===== config.mk =====
export PLATFORM = sky130hd
export DESIGN_NAME = fws_ctrl
export DESIGN_NICKNAME = d
export VERILOG_FILES = /design/src/fws_pkg.sv /design/src/fws_op_timer.sv /design/src/fws_word_store.sv /design/src/fws_ctrl.sv
export VERILOG_INCLUDE_DIRS = /design/src
export SDC_FILE = /design/constraint.sdc
export NUM_CORES = 1
export LEC_CHECK = 0
export BUFFER_PORTS_ARGS = -buffer_cell sky130_fd_sc_hd__buf_4
export CAP_MARGIN = 5
export CORE_ASPECT_RATIO = 1.25
export CORE_MARGIN = 8
export CORE_UTILIZATION = 27
export DETAILED_ROUTE_END_ITERATION = 6
export PLACE_DENSITY = 0.53
export SLEW_MARGIN = 30
export SYNTH_ARGS = -nofsm -noshare
export SYNTH_HDL_FRONTEND = slang
export SYNTH_SLANG_ARGS = --single-unit

===== constraint.sdc =====
create_clock -name clk_i -period 5 [get_ports clk_i]
set_input_delay 1.25 -clock clk_i [delete_from_list [all_inputs] [get_ports clk_i]]
set_output_delay 1.25 -clock clk_i [all_outputs]
set_load 0.02 [all_outputs]

===== src/fws_cfg.svh =====
// Register map, field positions, reset values and timing of the write sequencer
// Notes on behaviour
// - Pause request stops a running word, double-word program or sector erase.
// - Entering pause releases the bank to read mode and drops its busy bit.
// - In paused program only its own resume is accepted; others refused.
// - In paused erase, erase resume or a non-pausable program is accepted.
// - Start bit launches every operation; hardware clears it at end or pause.
// - Start while the write error flag is high is refused.
// - Writing zero to the start bit does nothing.
// - Bank 0 sector bits sit at 9:0 of the low sector register.
// - Bank 1 sector bits sit at 1:0 of the high sector register.
// - Sector bits show erase status; cleared after an error-free operation.
// - Bank status bits follow erase; cleared after an error-free erase.
// - Set status means error if error flag set, else paused if pause set.
// - Address and data words are held steady during a program.
// - Start sets bank busy; busy drops at end or pause, returns on resume.
// - Three select bits choose the operation and clear when it ends.
// - Error flag rises on failure or bad setup; software clears it.
`ifndef FWS_CFG_SVH
`define FWS_CFG_SVH

`define FWS_OFS_STAT_LO   24'h0E0000
`define FWS_OFS_CTL_HI    24'h0E0002
`define FWS_OFS_SEC_LO    24'h0E0004
`define FWS_OFS_SEC_HI    24'h0E0006
`define FWS_OFS_DATA_BASE 24'h0E0008
`define FWS_OFS_ADDR_HI   24'h0E0012
`define FWS_OFS_ERR       24'h0E0014

`define FWS_BIT_START     15
`define FWS_BIT_PAUSE     14
`define FWS_BIT_WORD      13
`define FWS_BIT_DWORD     12
`define FWS_BIT_ERASE     11
`define FWS_BIT_BUSY0     1
`define FWS_BIT_BUSY1     2
`define FWS_BIT_LOCK      4
`define FWS_BIT_BSTAT0    14
`define FWS_BIT_BSTAT1    15
`define FWS_B0_SEC_W      10
`define FWS_B1_SEC_W      2

`define FWS_BIT_ERR       0
`define FWS_BIT_ERER      1
`define FWS_BIT_PGER      2
`define FWS_BIT_SEQER     6
`define FWS_BIT_RESER     7

`define FWS_IDX_ADDR_LO   4
`define FWS_IDX_ADDR_HI   5
`define FWS_BIT_ADD2      2
`define FWS_BIT_BANKSEL   2

`define FWS_RST_CTL       16'h0000
`define FWS_RST_SEC       16'h0000
`define FWS_RST_DATA      16'hFFFF
`define FWS_RST_ADDR      16'h0000
`define FWS_RST_ERR       16'h0000

`define FWS_CLK_NS        10
`define FWS_TICK_NS       1000
`define FWS_TICK_CYCLES   (`FWS_TICK_NS / `FWS_CLK_NS)
`define FWS_PROG_TICKS    20
`define FWS_ERASE_TICKS   1000

`endif


===== src/fws_pkg.sv =====
// Types shared by the write sequencer files
`default_nettype none
package fws_pkg;
   typedef enum logic [1:0] {
      FWS_IDLE = 2'b00,
      FWS_RUN  = 2'b01,
      FWS_HELD = 2'b10,
      FWS_NEST = 2'b11
   } fws_state_type;

   typedef logic [2:0] fws_sel_type;
   localparam fws_sel_type FWS_SEL_WORD  = 3'h4;
   localparam fws_sel_type FWS_SEL_DWORD = 3'h2;
   localparam fws_sel_type FWS_SEL_ERASE = 3'h1;
endpackage
`default_nettype wire


===== src/fws_op_timer.sv =====
// Pausable countdown that models the duration of one array operation
`timescale 1ns/100ps
`default_nettype none
module fws_op_timer #(
   parameter int CNT_W = 16
) (
   input  wire logic             clk_i,
   input  wire logic             nrst_i,
   input  wire logic             tick_i,
   input  wire logic             load_i,
   input  wire logic [CNT_W-1:0] len_i,
   input  wire logic             run_i,
   input  wire logic             abort_i,
   output logic                  done_o
);
   logic [CNT_W-1:0] cnt_reg;
   logic             active_reg;

   // Done is combinational so a pause in the same cycle cannot hide it
   assign done_o = active_reg && run_i && tick_i
                   && (cnt_reg == {{(CNT_W-1){1'b0}}, 1'b1});

   always_ff @(posedge clk_i or negedge nrst_i) begin
      if (!nrst_i) begin
         cnt_reg    <= '0;
         active_reg <= 1'b0;
      end else if (load_i) begin
         cnt_reg    <= len_i;
         active_reg <= 1'b1;
      end else if (abort_i || done_o) begin
         active_reg <= 1'b0;
      end else if (active_reg && run_i && tick_i) begin
         cnt_reg    <= cnt_reg - 1'b1;
      end
   end
endmodule // fws_op_timer
`default_nettype wire


===== src/fws_word_store.sv =====
// Small word store for the program address and data registers
`timescale 1ns/100ps
`default_nettype none
module fws_word_store #(
   parameter int                      DATA_W = 16,
   parameter int                      DEPTH  = 6,
   parameter int                      IDX_W  = 3,
   parameter logic [DEPTH*DATA_W-1:0] RST    = '0
) (
   input  wire logic                    clk_i,
   input  wire logic                    nrst_i,
   input  wire logic                    we_i,
   input  wire logic [IDX_W-1:0]        widx_i,
   input  wire logic [DATA_W-1:0]       wdata_i,
   input  wire logic                    re_i,
   input  wire logic [IDX_W-1:0]        ridx_i,
   output logic      [DATA_W-1:0]       rdata_o,
   output logic      [DEPTH*DATA_W-1:0] words_o
);
   genvar g;
   generate
      for (g = 0; g < DEPTH; g = g + 1) begin : g_word
         logic [DATA_W-1:0] word_reg;
         always_ff @(posedge clk_i or negedge nrst_i) begin
            if (!nrst_i)
               word_reg <= RST[g*DATA_W +: DATA_W];
            else if (we_i && (widx_i == IDX_W'(g)))
               word_reg <= wdata_i;
         end
         assign words_o[g*DATA_W +: DATA_W] = word_reg;
      end
   endgenerate

   always_ff @(posedge clk_i or negedge nrst_i) begin
      if (!nrst_i)
         rdata_o <= '0;
      else if (re_i)
         rdata_o <= words_o[ridx_i*DATA_W +: DATA_W];
   end
endmodule // fws_word_store
`default_nettype wire


===== src/fws_ctrl.sv =====
// Write start, pause and sector status control of the flash write sequencer
//
// Decided for this implementation: strobed register access.
`timescale 1ns/100ps
`default_nettype none
`include "fws_cfg.svh"
module fws_ctrl #(
   parameter int ADDR_W      = 24,
   parameter int CNT_W       = 16,
   parameter int PROG_TICKS  = `FWS_PROG_TICKS,
   parameter int ERASE_TICKS = `FWS_ERASE_TICKS
) (
   input  wire logic              clk_i,
   input  wire logic              nrst_i,
   input  wire logic [ADDR_W-1:0] addr_i,
   input  wire logic [15:0]       wdata_i,
   input  wire logic              wr_i,
   input  wire logic              rd_i,
   output logic      [15:0]       rdata_o,
   input  wire logic              array_fail_i,
   output logic      [1:0]        bank_busy_o,
   output logic                   lock_o,
   output logic                   array_run_o,
   output logic      [2:0]        array_op_o,
   output logic                   array_bank_o
);
   localparam logic [15:0] TICK_LAST = 16'(`FWS_TICK_CYCLES - 1);
   localparam logic [CNT_W-1:0] PROG_LEN  = CNT_W'(PROG_TICKS);
   localparam logic [CNT_W-1:0] ERASE_LEN = CNT_W'(ERASE_TICKS);
   localparam logic [15:0]      RST_SEC   = `FWS_RST_SEC;

   fws_pkg::fws_state_type state_reg, state_next;
   fws_pkg::fws_sel_type   sel_reg, held_sel_reg;
   logic                   start_reg, pause_reg;
   logic [1:0]             busy_reg, bstat_reg;
   logic [`FWS_B0_SEC_W-1:0] sec0_reg;
   logic [`FWS_B1_SEC_W-1:0] sec1_reg;
   logic                   run_bank_reg, held_bank_reg;
   logic                   err_reg, erer_reg, pger_reg, seqer_reg, reser_reg;
   logic [15:0]            tick_cnt_reg, other_q_reg;
   logic                   from_store_reg;

   // Slow tick for the operation timers
   wire tick = (tick_cnt_reg == TICK_LAST);

   // Address decode
   wire hit_stat  = (addr_i == `FWS_OFS_STAT_LO);
   wire hit_ctl   = (addr_i == `FWS_OFS_CTL_HI);
   wire hit_sec0  = (addr_i == `FWS_OFS_SEC_LO);
   wire hit_sec1  = (addr_i == `FWS_OFS_SEC_HI);
   wire hit_err   = (addr_i == `FWS_OFS_ERR);
   wire hit_store = (addr_i >= `FWS_OFS_DATA_BASE)
                    && (addr_i <= `FWS_OFS_ADDR_HI) && !addr_i[0];
   wire [ADDR_W-1:0] store_off = addr_i - `FWS_OFS_DATA_BASE;
   wire [2:0]        store_idx = store_off[3:1];

   wire st_idle = (state_reg == fws_pkg::FWS_IDLE);
   wire st_run  = (state_reg == fws_pkg::FWS_RUN);
   wire st_held = (state_reg == fws_pkg::FWS_HELD);
   wire st_nest = (state_reg == fws_pkg::FWS_NEST);

   wire [95:0] words;
   wire [15:0] store_q;
   wire [15:0] addr_lo = words[`FWS_IDX_ADDR_LO*16 +: 16];
   wire [15:0] addr_hi = words[`FWS_IDX_ADDR_HI*16 +: 16];

   // Start request decode; a zero written to start is simply not a request
   wire wr_ctl    = wr_i && hit_ctl;
   wire start_req = wr_ctl && wdata_i[`FWS_BIT_START] && !start_reg;
   wire fws_pkg::fws_sel_type req_sel = {wdata_i[`FWS_BIT_WORD],
      wdata_i[`FWS_BIT_DWORD], wdata_i[`FWS_BIT_ERASE]};
   wire req_erase = (req_sel == fws_pkg::FWS_SEL_ERASE);
   wire req_prog  = (req_sel == fws_pkg::FWS_SEL_WORD)
                    || (req_sel == fws_pkg::FWS_SEL_DWORD);
   wire erase_b0  = |sec0_reg;
   wire erase_b1  = |sec1_reg;
   // Erase must name sectors of exactly one bank
   wire setup_bad = !(req_erase || req_prog)
                    || (req_erase && (erase_b0 == erase_b1))
                    || ((req_sel == fws_pkg::FWS_SEL_DWORD)
                        && addr_lo[`FWS_BIT_ADD2]);
   wire req_bank  = req_erase ? erase_b1 : addr_hi[`FWS_BIT_BANKSEL];
   wire held_erase = (held_sel_reg == fws_pkg::FWS_SEL_ERASE);
   wire resume_ok  = (req_sel == held_sel_reg);
   wire nest_try   = held_erase && req_prog;

   // Request outcome; refusal starts nothing and keeps the select bits, though the pause bit still takes the written value
   wire base_ok  = start_req && !err_reg
                   && !wdata_i[`FWS_BIT_PAUSE];
   wire acc_new  = base_ok && st_idle && !setup_bad;
   wire acc_res  = base_ok && st_held && resume_ok;
   wire acc_nest = base_ok && st_held && !resume_ok && nest_try
                   && !setup_bad;
   wire seq_fail = start_req && !err_reg
                   && (wdata_i[`FWS_BIT_PAUSE]
                       || (st_idle && setup_bad)
                       || (st_held && !resume_ok && nest_try && setup_bad));
   wire res_fail = base_ok && st_held && !resume_ok && !nest_try;
   wire start_evt = acc_new || acc_res || acc_nest;
   wire refused   = start_req && !start_evt;

   wire done_a, done_b;
   wire run_erase = (sel_reg == fws_pkg::FWS_SEL_ERASE);
   wire end_a   = st_run && done_a;
   wire end_b   = st_nest && done_b;
   wire end_evt = end_a || end_b;
   wire fail_end = end_evt && array_fail_i;
   // Only the outer operation can pause; a nested program runs to its end
   wire pause_request_bit_evt = st_run && wr_ctl && wdata_i[`FWS_BIT_PAUSE]
                   && !done_a;
   wire op_bank  = acc_res ? held_bank_reg : req_bank;

   always_comb begin
      state_next = state_reg;
      unique case (state_reg)
         fws_pkg::FWS_IDLE: begin
            if (acc_new)
               state_next = fws_pkg::FWS_RUN;
         end
         fws_pkg::FWS_RUN: begin
            if (end_a)
               state_next = fws_pkg::FWS_IDLE;
            else if (pause_request_bit_evt)
               state_next = fws_pkg::FWS_HELD;
         end
         fws_pkg::FWS_HELD: begin
            if (acc_res)
               state_next = fws_pkg::FWS_RUN;
            else if (acc_nest)
               state_next = fws_pkg::FWS_NEST;
            else if (res_fail)
               state_next = fws_pkg::FWS_IDLE;
         end
         fws_pkg::FWS_NEST: begin
            if (end_b)
               state_next = fws_pkg::FWS_HELD;
         end
      endcase
   end

   // Control bits
   wire start_next = start_evt ? 1'b1 :
                     (end_evt || pause_request_bit_evt) ? 1'b0 : start_reg;
   wire sel_we     = wr_ctl && !start_reg && !refused;
   wire fws_pkg::fws_sel_type sel_next = end_evt ? 3'h0 :
                     sel_we ? req_sel : sel_reg;
   wire pause_next = wr_ctl ? wdata_i[`FWS_BIT_PAUSE] : pause_reg;
   wire [1:0] busy_next = start_evt ? (op_bank ? 2'b10 : 2'b01) :
                     (end_evt || pause_request_bit_evt) ? 2'b00 : busy_reg;

   // Sector bits are settings in idle and status once an erase has begun
   wire sec_we0 = wr_i && hit_sec0 && st_idle;
   wire sec_we1 = wr_i && hit_sec1 && st_idle;
   wire sec_clr = end_evt && !array_fail_i;
   wire [`FWS_B0_SEC_W-1:0] sec0_next = sec_clr ? '0 :
      sec_we0 ? wdata_i[`FWS_B0_SEC_W-1:0] : sec0_reg;
   wire [`FWS_B1_SEC_W-1:0] sec1_next = sec_clr ? '0 :
      sec_we1 ? wdata_i[`FWS_B1_SEC_W-1:0] : sec1_reg;
   wire erase_go = (acc_new && req_erase) || (acc_res && held_erase);
   wire [1:0] bstat_next = erase_go ? (bstat_reg | (op_bank ? 2'b10 : 2'b01)) :
      (end_a && run_erase && !array_fail_i) ? 2'b00 : bstat_reg;

   // Error bits: hardware set wins over a software clear in the same cycle
   wire err_clr = wr_i && hit_err && !start_reg;
   wire err_next   = (seq_fail || res_fail || fail_end)
      || (err_reg && !(err_clr && !wdata_i[`FWS_BIT_ERR]));
   wire erer_next  = (end_a && run_erase && array_fail_i)
      || (erer_reg && !(err_clr && !wdata_i[`FWS_BIT_ERER]));
   wire pger_next  = (((end_a && !run_erase) || end_b) && array_fail_i)
      || (pger_reg && !(err_clr && !wdata_i[`FWS_BIT_PGER]));
   wire seqer_next = seq_fail
      || (seqer_reg && !(err_clr && !wdata_i[`FWS_BIT_SEQER]));
   wire reser_next = res_fail
      || (reser_reg && !(err_clr && !wdata_i[`FWS_BIT_RESER]));

   // Address and data stay frozen while a program runs or is paused
   wire store_we = wr_i && hit_store && !start_reg
                   && !(st_held && !held_erase);
   wire store_re = rd_i && hit_store && !start_reg;

   // Read side; locked registers read as zero except the status word
   wire [15:0] stat_word = 16'(({15'h0, start_reg} << `FWS_BIT_LOCK)
      | ({15'h0, busy_reg[0]} << `FWS_BIT_BUSY0)
      | ({15'h0, busy_reg[1]} << `FWS_BIT_BUSY1));
   wire [15:0] ctl_word  = {start_reg, pause_reg, sel_reg, 11'h000};
   wire [15:0] sec0_word = {6'h00, sec0_reg};
   // Status meaning depends on error and pause flags, decoded by software
   wire [15:0] sec1_word = {bstat_reg[1], bstat_reg[0], 12'h000,
                            sec1_reg};
   wire [15:0] err_word  = {8'h00, reser_reg, seqer_reg, 3'h0,
                            pger_reg, erer_reg, err_reg};
   wire [15:0] read_mux  =
      hit_stat                ? stat_word :
      start_reg               ? 16'h0000  :
      hit_ctl                 ? ctl_word  :
      hit_sec0                ? sec0_word :
      hit_sec1                ? sec1_word :
      hit_err                 ? err_word  : 16'h0000;

   assign rdata_o      = from_store_reg ? store_q : other_q_reg;
   assign bank_busy_o  = busy_reg;
   assign lock_o       = start_reg;
   assign array_run_o  = st_run || st_nest;
   assign array_op_o   = (st_run || st_nest) ? sel_reg : 3'h0;
   assign array_bank_o = run_bank_reg;

   always_ff @(posedge clk_i or negedge nrst_i) begin
      if (!nrst_i) begin
         state_reg      <= fws_pkg::FWS_IDLE;
         start_reg      <= 1'b0;
         pause_reg      <= 1'b0;
         sel_reg        <= 3'h0;
         held_sel_reg   <= 3'h0;
         busy_reg       <= 2'b00;
         bstat_reg      <= 2'b00;
         sec0_reg       <= RST_SEC[`FWS_B0_SEC_W-1:0];
         sec1_reg       <= RST_SEC[`FWS_B1_SEC_W-1:0];
      end else begin
         state_reg      <= state_next;
         start_reg      <= start_next;
         pause_reg      <= pause_next;
         sel_reg        <= sel_next;
         busy_reg       <= busy_next;
         bstat_reg      <= bstat_next;
         sec0_reg       <= sec0_next;
         sec1_reg       <= sec1_next;
         if (pause_request_bit_evt)
            held_sel_reg <= sel_reg;
      end
   end

   always_ff @(posedge clk_i or negedge nrst_i) begin
      if (!nrst_i) begin
         run_bank_reg  <= 1'b0;
         held_bank_reg <= 1'b0;
         err_reg       <= 1'b0;
         erer_reg      <= 1'b0;
         pger_reg      <= 1'b0;
         seqer_reg     <= 1'b0;
         reser_reg     <= 1'b0;
      end else begin
         if (start_evt)
            run_bank_reg <= op_bank;
         if (pause_request_bit_evt)
            held_bank_reg <= run_bank_reg;
         err_reg       <= err_next;
         erer_reg      <= erer_next;
         pger_reg      <= pger_next;
         seqer_reg     <= seqer_next;
         reser_reg     <= reser_next;
      end
   end

   always_ff @(posedge clk_i or negedge nrst_i) begin
      if (!nrst_i) begin
         tick_cnt_reg   <= 16'h0000;
         other_q_reg    <= 16'h0000;
         from_store_reg <= 1'b0;
      end else begin
         tick_cnt_reg   <= tick ? 16'h0000 : tick_cnt_reg + 16'h0001;
         from_store_reg <= store_re;
         if (rd_i)
            other_q_reg <= read_mux;
      end
   end

   fws_word_store #(
      .DATA_W (16),
      .DEPTH  (6),
      .IDX_W  (3),
      .RST    ({`FWS_RST_ADDR, `FWS_RST_ADDR, `FWS_RST_DATA,
                `FWS_RST_DATA, `FWS_RST_DATA, `FWS_RST_DATA})
   ) u_store (
      .clk_i   (clk_i),
      .nrst_i  (nrst_i),
      .we_i    (store_we),
      .widx_i  (store_idx),
      .wdata_i (wdata_i),
      .re_i    (store_re),
      .ridx_i  (store_idx),
      .rdata_o (store_q),
      .words_o (words)
   );

   // Outer operation timer keeps its count across a pause
   fws_op_timer #(.CNT_W (CNT_W)) u_timer_main (
      .clk_i   (clk_i),
      .nrst_i  (nrst_i),
      .tick_i  (tick),
      .load_i  (acc_new),
      .len_i   (req_erase ? ERASE_LEN : PROG_LEN),
      .run_i   (st_run),
      .abort_i (res_fail),
      .done_o  (done_a)
   );

   fws_op_timer #(.CNT_W (CNT_W)) u_timer_nest (
      .clk_i   (clk_i),
      .nrst_i  (nrst_i),
      .tick_i  (tick),
      .load_i  (acc_nest),
      .len_i   (PROG_LEN),
      .run_i   (st_nest),
      .abort_i (1'b0),
      .done_o  (done_b)
   );
endmodule // fws_ctrl
`default_nettype wire


==> results of run 1 <==
==> area by class of cell <==
type | instances | area, µm²
tap | 492 | 615.6
clock inverter | 4 | 26.28
multi-input combinational | 649 | 4684
sequential | 211 | 5361
timing repair buffer | 82 | 623.1
fill | 3860 | 25740
inverter | 20 | 75.07
clock buffer | 44 | 810.8
==> cells by family after synthesis <==
family / count (synthesis) / share of synthesized area [%]
and+or+nand+nor: 320 / 15.68
DFF: 211 / 51.92
AOI/OAI and AO/OA: 137 / 8.290
buffers and inverters: 69 / 2.751
adders and majority gates: 5 / 0.6060
xor gates and xnor gates: 40 / 3.393
muxes: 147 / 17.36
==> layout by cell type, fill, tap and decap left out, drive strengths merged, types with 4 or more instances in the layout <==
cell type | Yosys | routed
dfstp | 64 | 64
a211oi | 4 | 4
nor4 | 15 | 15
nand2 | 80 | 80
nand4 | 7 | 7
clkbuf | 35 | 44
inv | 20 | 21
and2 | 10 | 10
nor3b | 6 | 6
a21oi | 58 | 58
nor3 | 23 | 23
nand2b | 7 | 7
and3 | 5 | 5
xor2 | 10 | 10
mux2i | 26 | 26
nor4b | 6 | 6
or3 | 5 | 5
nor2 | 89 | 89
mux4 | 15 | 15
a31o | 5 | 5
dfrtp | 147 | 147
or2 | 7 | 7
xnor2 | 30 | 30
buf | 14 | 82
mux2 | 106 | 106
ha | 5 | 5
o22ai | 6 | 6
nand3 | 28 | 28
o21ai | 29 | 29
nor2b | 10 | 10
or4 | 8 | 8
==> routing by layer <==
| layer | vias up | track usage [%] |
|---|---|---|
| met4 | 0 | 2.731 |
| met1 | 3566 | 15.24 |
| li1 | 3450 | - |
| met3 | 43 | 2.090 |
| met2 | 123 | 20.67 |
| met5 | - | 0 |
==> worst max path at each step <==
stage | startpoint | to | slack, ps | depth (start not counted)
6_report | u_timer_main.cnt_reg[2]$_DFFE_PN0P_ | sec0_reg[8]$_DFFE_PN0P_ | 1420 | 6
5_1_grt | u_timer_main.cnt_reg[2]$_DFFE_PN0P_ | sec0_reg[8]$_DFFE_PN0P_ | 1140 | 6
4_1_cts | u_timer_main.cnt_reg[2]$_DFFE_PN0P_ | sec0_reg[8]$_DFFE_PN0P_ | 1320 | 6
3_5_place_dp | addr_i[21] | u_store.g_word[0].word_reg[8]$_DFFE_PN1P_ | 1020 | 7
3_3_place_gp | addr_i[21] | u_store.g_word[3].word_reg[8]$_DFFE_PN1P_ | 1060 | 7
2_1_floorplan | addr_i[6] | u_timer_main.cnt_reg[8]$_DFFE_PN0P_ | 1670 | 6
==> report_power, final <==
part           switching, W  internal, W  total, W
logic              0.000101    0.0000445  0.000145
registers       0.000000869      0.00171   0.00171
clock network      0.000719      0.00110   0.00182
total              0.000821      0.00285   0.00368
==> per-stage QoR <==
| step | utilization, % | hold slack (ps) | worst slack, ps | area [µm²] | instances |
|---|---|---|---|---|---|
| floorplan | - | 446.3 | 1672 | 10320 | 929 |
| global route | 32.15 | 506.8 | 1138 | 12200 | 1502 |
| detailed placement | 29.94 | 473.8 | 1022 | 11360 | 1454 |
| global placement | 29.94 | 463.0 | 1060 | 11360 | 1454 |
| CTS | 32.14 | 486.8 | 1321 | 12190 | 1502 |
| finish | 32.15 | 482.4 | 1417 | 12200 | 1502 |
==> results.md, run 1 <==
* Status: finished, final reports clean
* Req. time, crit path at 5360 ps
* Via-to-Cell Ratio at 4.782
* Clk buf depth at 3
* Cts repair resizes at 0
* Placer congestion estimate at 0.7909
* Area leader, netlist: dfrtp_1
* CP Max Fanout at 14
* Global-route wire length before repair at 43480 µm
* Row Count at 80
* Max-cap violations at 0
* Most numerous cell in the Yosys netlist: dfrtp_1
* Max frequency at 0.2791 GHz
* H-tree depth at 1
* Setup TNS at 0 ps
* Starting Density at 27.21%
* Setup bufs post-CTS at 0
* Post-synth net total at 979
* Final period util at 71.66%
* Actual slew at the worst max-slew pin at 922.0 ps
* WHS Path Cells at 1
* Final wirelength at 26890 µm
* Final setup fails at 0
* Critical path's largest stage delay at 770 ps
* M1 WL at 11640 µm
* CTS Buf Count at 26
* Critical Path Slowest Stage Cell: nor2_1
* Number of flops mapped to enable cells by yosys at 0
* Max reg flops at 96
* Share of layout cells above drive strength 1 at 32.48%
* Die Height at 234.6 µm
* Gr ovfl total at 0
* Met2 routed WL at 13550 µm
* R2R Setup Slk at 1420 ps
* Hold path endpoint: tick_cnt_reg[15]$_DFF_PN0_
* Power per cell area at 301.4 nW/µm²
* RSZ-0062 raised after global routing: false
* Vias in the first global route at 7555
* Port buffer count at 68
* R2R cell count at 6
* Initial drt markers at 391
* Synthesis-to-finish area growth at 18.14%
* Lkg Pwr at 5.145 nW
* Hold Path Origin: tick_cnt_reg[15]$_DFF_PN0_
* DRT Pass-1 Iters at 4
* CP Capture Type: register
* Worst-path clk slew at 60 ps
* DRC viols at 0
* Worst path cell trace: or4_4 -> or4_1 -> nor4_2 -> nor2_1 -> nor2_1 -> a21oi_1
* Max-slew violation count at 0
* Tmin final at 3583 ps
* Die X at 190.9 µm
* VDD IR max at 180.4 µV
* Worst path arrival time at 3940 ps
* CP dominant cell by count: nor2_1
* Yosys top cell area share at 35.63%
* CTS sink count at 211
* Core Box Area at 37940 µm²
* WL met3 at 1126 µm
* IO Pins at 69
* CP bufs+invs at 0
* FF-to-FF Start: u_timer_main.cnt_reg[2]$_DFFE_PN0P_
* Ant diodes at 0
* Post-detailed-route wirelength per cell at 17.90 µm
* Cts hold-fix bufs at 0
* Synth async-reset ratio at 100.0%
* CTS tree: done
* Tot Pwr at 0.003676 W
* Largest net degree at the start of global routing at 111
* Post-synthesis sequential area ratio at 51.92%
* Cell area after synthesis at 10320 µm²
* Post-synth top cells: 147 x dfrtp_1, 106 x mux2_2, 89 x nor2_1
* Worst path top cell family by delay: simple AND/OR/NAND/NOR gates
* Antenna viol nets, final at 0
* RR Endpoint: sec0_reg[8]$_DFFE_PN0P_
* Die area at 44790 µm²
* Synth Register Bits at 211
* Crit path kind: reg -> reg
* Relative slew slack at 38.30%
* Synth cell types at 71
* Worst-skew pair later-pin latency at 520 ps
* Hpwl dp at 18400 µm
* Syn avg cell area at 11.11 µm²
* Crit start category: register
* Top routing layer used: met4
* Post-Syn Instances at 929
* Total GRT Usage at 11.97%
* Final Hold Fails at 0
* Hold crit path type: reg -> reg
* Via count of the routed design at 7182
* Root buf cell: clkbuf_16
* Clock skew at 11.94 ps
* Commonest register cell after synthesis: dfrtp_1
* Nets at 1040
* Largest cells by area after synthesis: dfrtp_1 36%, dfstp_2 16%, mux2_2 12%
* Initial antenna violation count at 0
* Synth Warn # at 0
Power figures use the tool's default switching activity.
==> inputs of run 2 (changes only) <==
Settings changed: ABC_AREA from default to 1, PLACE_DENSITY 0.53 to 0.54.
Clock period 5 ns to 3.23 ns, I/O delays scaled along.
==> run 2 against run 1 <==
Clock power increased by 51%. Die area increased by 4.1%. Synthesized cell count increased by 44%. Non-clock buffer count increased by 11. Worst hold slack got worse by 200 ps. Clock skew increased by 12 ps. Critical endpoint is now rdata_o[15]. Largest power group unchanged.
==> results.md, run 2 <==
* Starting Density at 27.14% (-0.069 points)
* M1 WL at 13510 µm (+16%)
* Via-to-Cell Ratio at 4.801 (+0.40%)
* CP Capture Type: primary output
* Max-slew violation count at 0 (unchanged)
* RSZ-0062 raised after global routing: false
* Hpwl dp at 23600 µm (+28%)
* Net Sw Frac at 22.56% (+0.22 points)
* Commonest register cell after synthesis: dfrtp_1
* Ant diodes at 0 (unchanged)
* Most frequent cells in the layout: 308 x nand2_1, 163 x inv_1, 163 x o21ai_0, 147 x dfrtp_1, 124 x nor2_1
* CTS sink count at 211 (unchanged)
* Area fraction in and, or, nand and nor cells after synthesis at 24.46% (+8.8 points)
* Setup bufs post-CTS at 0 (unchanged)
* Clk pwr share at 48.8% (-0.6 points)
* VDD IR max at 286.7 µV (+59%)
* Core Box Area at 39710 µm² (+4.7%)
* Synth async-reset ratio at 100.0% (unchanged)
* Yosys top cell area share at 34.13% (-1.5 points)
* Clock skew at 24.17 ps (+12.23 ps)
* Global-route wire length before repair at 52270 µm (+20%)
* Port buffer count at 68 (unchanged)
* WHS at 281.5 ps (-200.8 ps)
* Largest net degree at the start of global routing at 70 (-37%)
* Cts hold-fix bufs at 0 (unchanged)
* Nets at 1467 (+41%)
* Post-synth net total at 1392 (+42%)
* Top routing layer used: met4
* Area leader, netlist: dfrtp_1
* Cts repair resizes at 0 (unchanged)
* Adder and majority cell fraction of the synthesized area at 0.5805% (-0.026 points)
* Actual slew at the worst max-slew pin at 654.4 ps (-267.7 ps)
* Hold crit path type: in -> async
* Initial antenna violation count at 0 (unchanged)
* Setup TNS at 0 ps (unchanged)
* Crit path kind: reg -> out
* Cell area after synthesis at 10780 µm² (+4.4%)
* Int Power at 0.004368 W (+53%)
* Post-synthesis sequential area ratio at 49.73% (-2.2 points)
* Number of flops mapped to enable cells by yosys at 0 (unchanged)
* Power per cell area at 441.1 nW/µm² (+46%)
* Psw at 0.001272 W (+55%)
* Worst-path clk slew at 60 ps (about the same)
* Flop pwr share at 47.0% (+0.4 points)
* Placer congestion estimate at 0.8851 (+12%)
* DRT Pass-1 Iters at 5 (+1)
* Largest family of logic cells by synthesized area: simple AND/OR/NAND/NOR gates
* Final setup fails at 0 (unchanged)
* Met2 routed WL at 16450 µm (+21%)
* Vias in the first global route at 9444 (+25%)
* Synth Register Bits at 211 (unchanged)
* Syn avg cell area at 8.031 µm² (-28%)
* Status: finished, final reports clean
* IO Pins at 69 (unchanged)
* Multiplexer share of the synthesized area at 0.8358% (-17 points)
* Combinational fraction of design power at 4.3% (+0.3 points)
* Worst-skew pair later-pin latency at 530 ps (about the same)
* Post-detailed-route wirelength per cell at 16.85 µm (-5.9%)
* Synthesis-to-finish area growth at 18.63%
* Initial drt markers at 756 (+93%)
* Pre-CTS setup slack at 161.8 ps (-860.1 ps)
* Gr ovfl total at 0 (unchanged)
* Largest cells by area after synthesis: dfrtp_1 34%, dfstp_2 16%, nand2_1 11%
* Most numerous cell in the Yosys netlist: nand2_1
* Max frequency at 0.3671 GHz
* Final wirelength at 32660 µm (+21%)
* Die area at 46610 µm² (+4.1%)
* Worst setup margin at 506.2 ps (-910.6 ps)
* Relative slew slack at 56.04% (+18 points)
* CP Max Fanout at 17 (+3)
* Max reg flops at 96 (unchanged)
* WL met3 at 1440 µm (+28%)
* Post-synth top cells: 308 x nand2_1, 163 x inv_1, 163 x o21ai_0
* Total GRT Usage at 13.94% (+2.0 points)
* Via count of the routed design at 9309 (+30%)
* Crit start category: register
* CTS Buf Count at 24 (-7.7%)
* CTS tree: done
* Share of layout cells above drive strength 1 at 16.79% (-16 points)
* Lkg Pwr at 5.771 nW (+12%)
* Tmin final at 2724 ps
* Synth Area in Compound Gates at 15.51% (+7.2 points)
* Synth cell types at 48 (-32%)
* Post-synthesis xor/xnor area fraction at 1.300% (-2.1 points)
* Clk buf depth at 3 (unchanged)
* Die X at 194.7 µm (+2.0%)
* Synth Warn # at 0 (unchanged)
* Max-cap violations at 0 (unchanged)
* DRC viols at 0 (unchanged)
* Final period util at 84.33%
* Commonest non-fill, non-tap cell in the layout: nand2_1
* Final Hold Fails at 0 (unchanged)
* Worst path arrival time at 1920 ps (-2020 ps)
* H-tree depth at 1 (unchanged)
* Fillcell total at 4170 (+8.0%)
* Die Height at 239.4 µm (+2.0%)
* Antenna viol nets, final at 0 (unchanged)
* Root buf cell: clkbuf_16
* Req. time, crit path at 2420 ps (-2940 ps)
* Row Count at 82 (+2.5%)
* Post-Syn Instances at 1342 (+44%)
[run 2: cell types whose count changed after synthesis, moves of 23 or more]
cell / change
inv_1: +143
nand3_1: +40
mux2i_1: -26
xnor2_1: -23
nand2_1: +228
mux2_2: -98
o21ai_0: +135
a21oi_1: -34
nand4_1: +28
nor2_1: +35
a22oi_1: +46
[run 2: layer usage]
metal,vias to the layer above,GRT usage (%)
li1,4601,-
met1,4431,16.08
met2,203,25.41
met3,74,2.221
met4,0,5.678
met5,-,0
[run 2: power groups by stage]
stage | Sequential (W) | Clock, W | Combinational, W
4_1_cts | 0.00265 | 0.00282 | 0.000246
3_3_place_gp | 0.00269 | 0 | 0.000244
3_5_place_dp | 0.00269 | 0 | 0.000245
2_1_floorplan | 0.00270 | 0 | 0.0000781
6_report | 0.00265 | 0.00275 | 0.000240
5_1_grt | 0.00265 | 0.00293 | 0.000265
[run 2: critical path, cell delays in order (launching register included)]
cell and delay [ps]:
dfrtp_1 590, o21ai_0 550, buf_4 240
[run 2: final timing paths]
kind / slack [ps] / to / cells past startpoint / start
max in group asynchronous: 2090 / u_store.g_word[0].word_reg[10]$_DFFE_PN1P_ / 2 / nrst_i
setup / recovery: 510 / rdata_o[15] / 2 / from_store_reg$_DFF_PN0_
hold reg to reg: 480 / u_store.g_word[5].word_reg[0]$_DFFE_PN0P_ / 2 / u_store.g_word[5].word_reg[0]$_DFFE_PN0P_
hold / removal: 280 / tick_cnt_reg[8]$_DFF_PN0_ / 1 / nrst_i
min in group clk_i: 480 / u_store.g_word[5].word_reg[0]$_DFFE_PN0P_ / 2 / u_store.g_word[5].word_reg[0]$_DFFE_PN0P_
setup reg to reg: 700 / sec1_reg[0]$_DFFE_PN0P_ / 11 / tick_cnt_reg[7]$_DFF_PN0_
[run 2: final cells by class]
cell class	count	area [µm²]	area share [%]
sequential	211	5360	41.92
multi-input combinational	918	4601	35.98
tap	504	630.6	4.932
inverter	169	634.4	4.961
clock buffer	39	706.9	5.529
timing repair buffer	93	767.0	5.999
clock inverter	5	86.33	0.6752
[run 2: stage by stage]
stage / std cells / instance area [µm²] / utilization, % / total power (W)
finish: 1939 / 12790 / 32.20 / 0.005640
global route: 1939 / 12790 / 32.20 / 0.005848
CTS: 1939 / 12790 / 32.20 / 0.005718
detailed placement: 1895 / 11990 / 30.20 / 0.002940
global placement: 1895 / 11990 / 30.20 / 0.002939
floorplan: 1342 / 10780 / - / 0.002774
[run 2: cells by family (layout without fill, tap and decap cells)]
group | count (synthesis) | count (layout)
compound gates | 290 | 290
simple gates | 599 | 599
xor+xnor | 16 | 16
buf+inv | 213 | 306
fa+ha+maj | 5 | 5
mux | 8 | 8
flops | 211 | 211
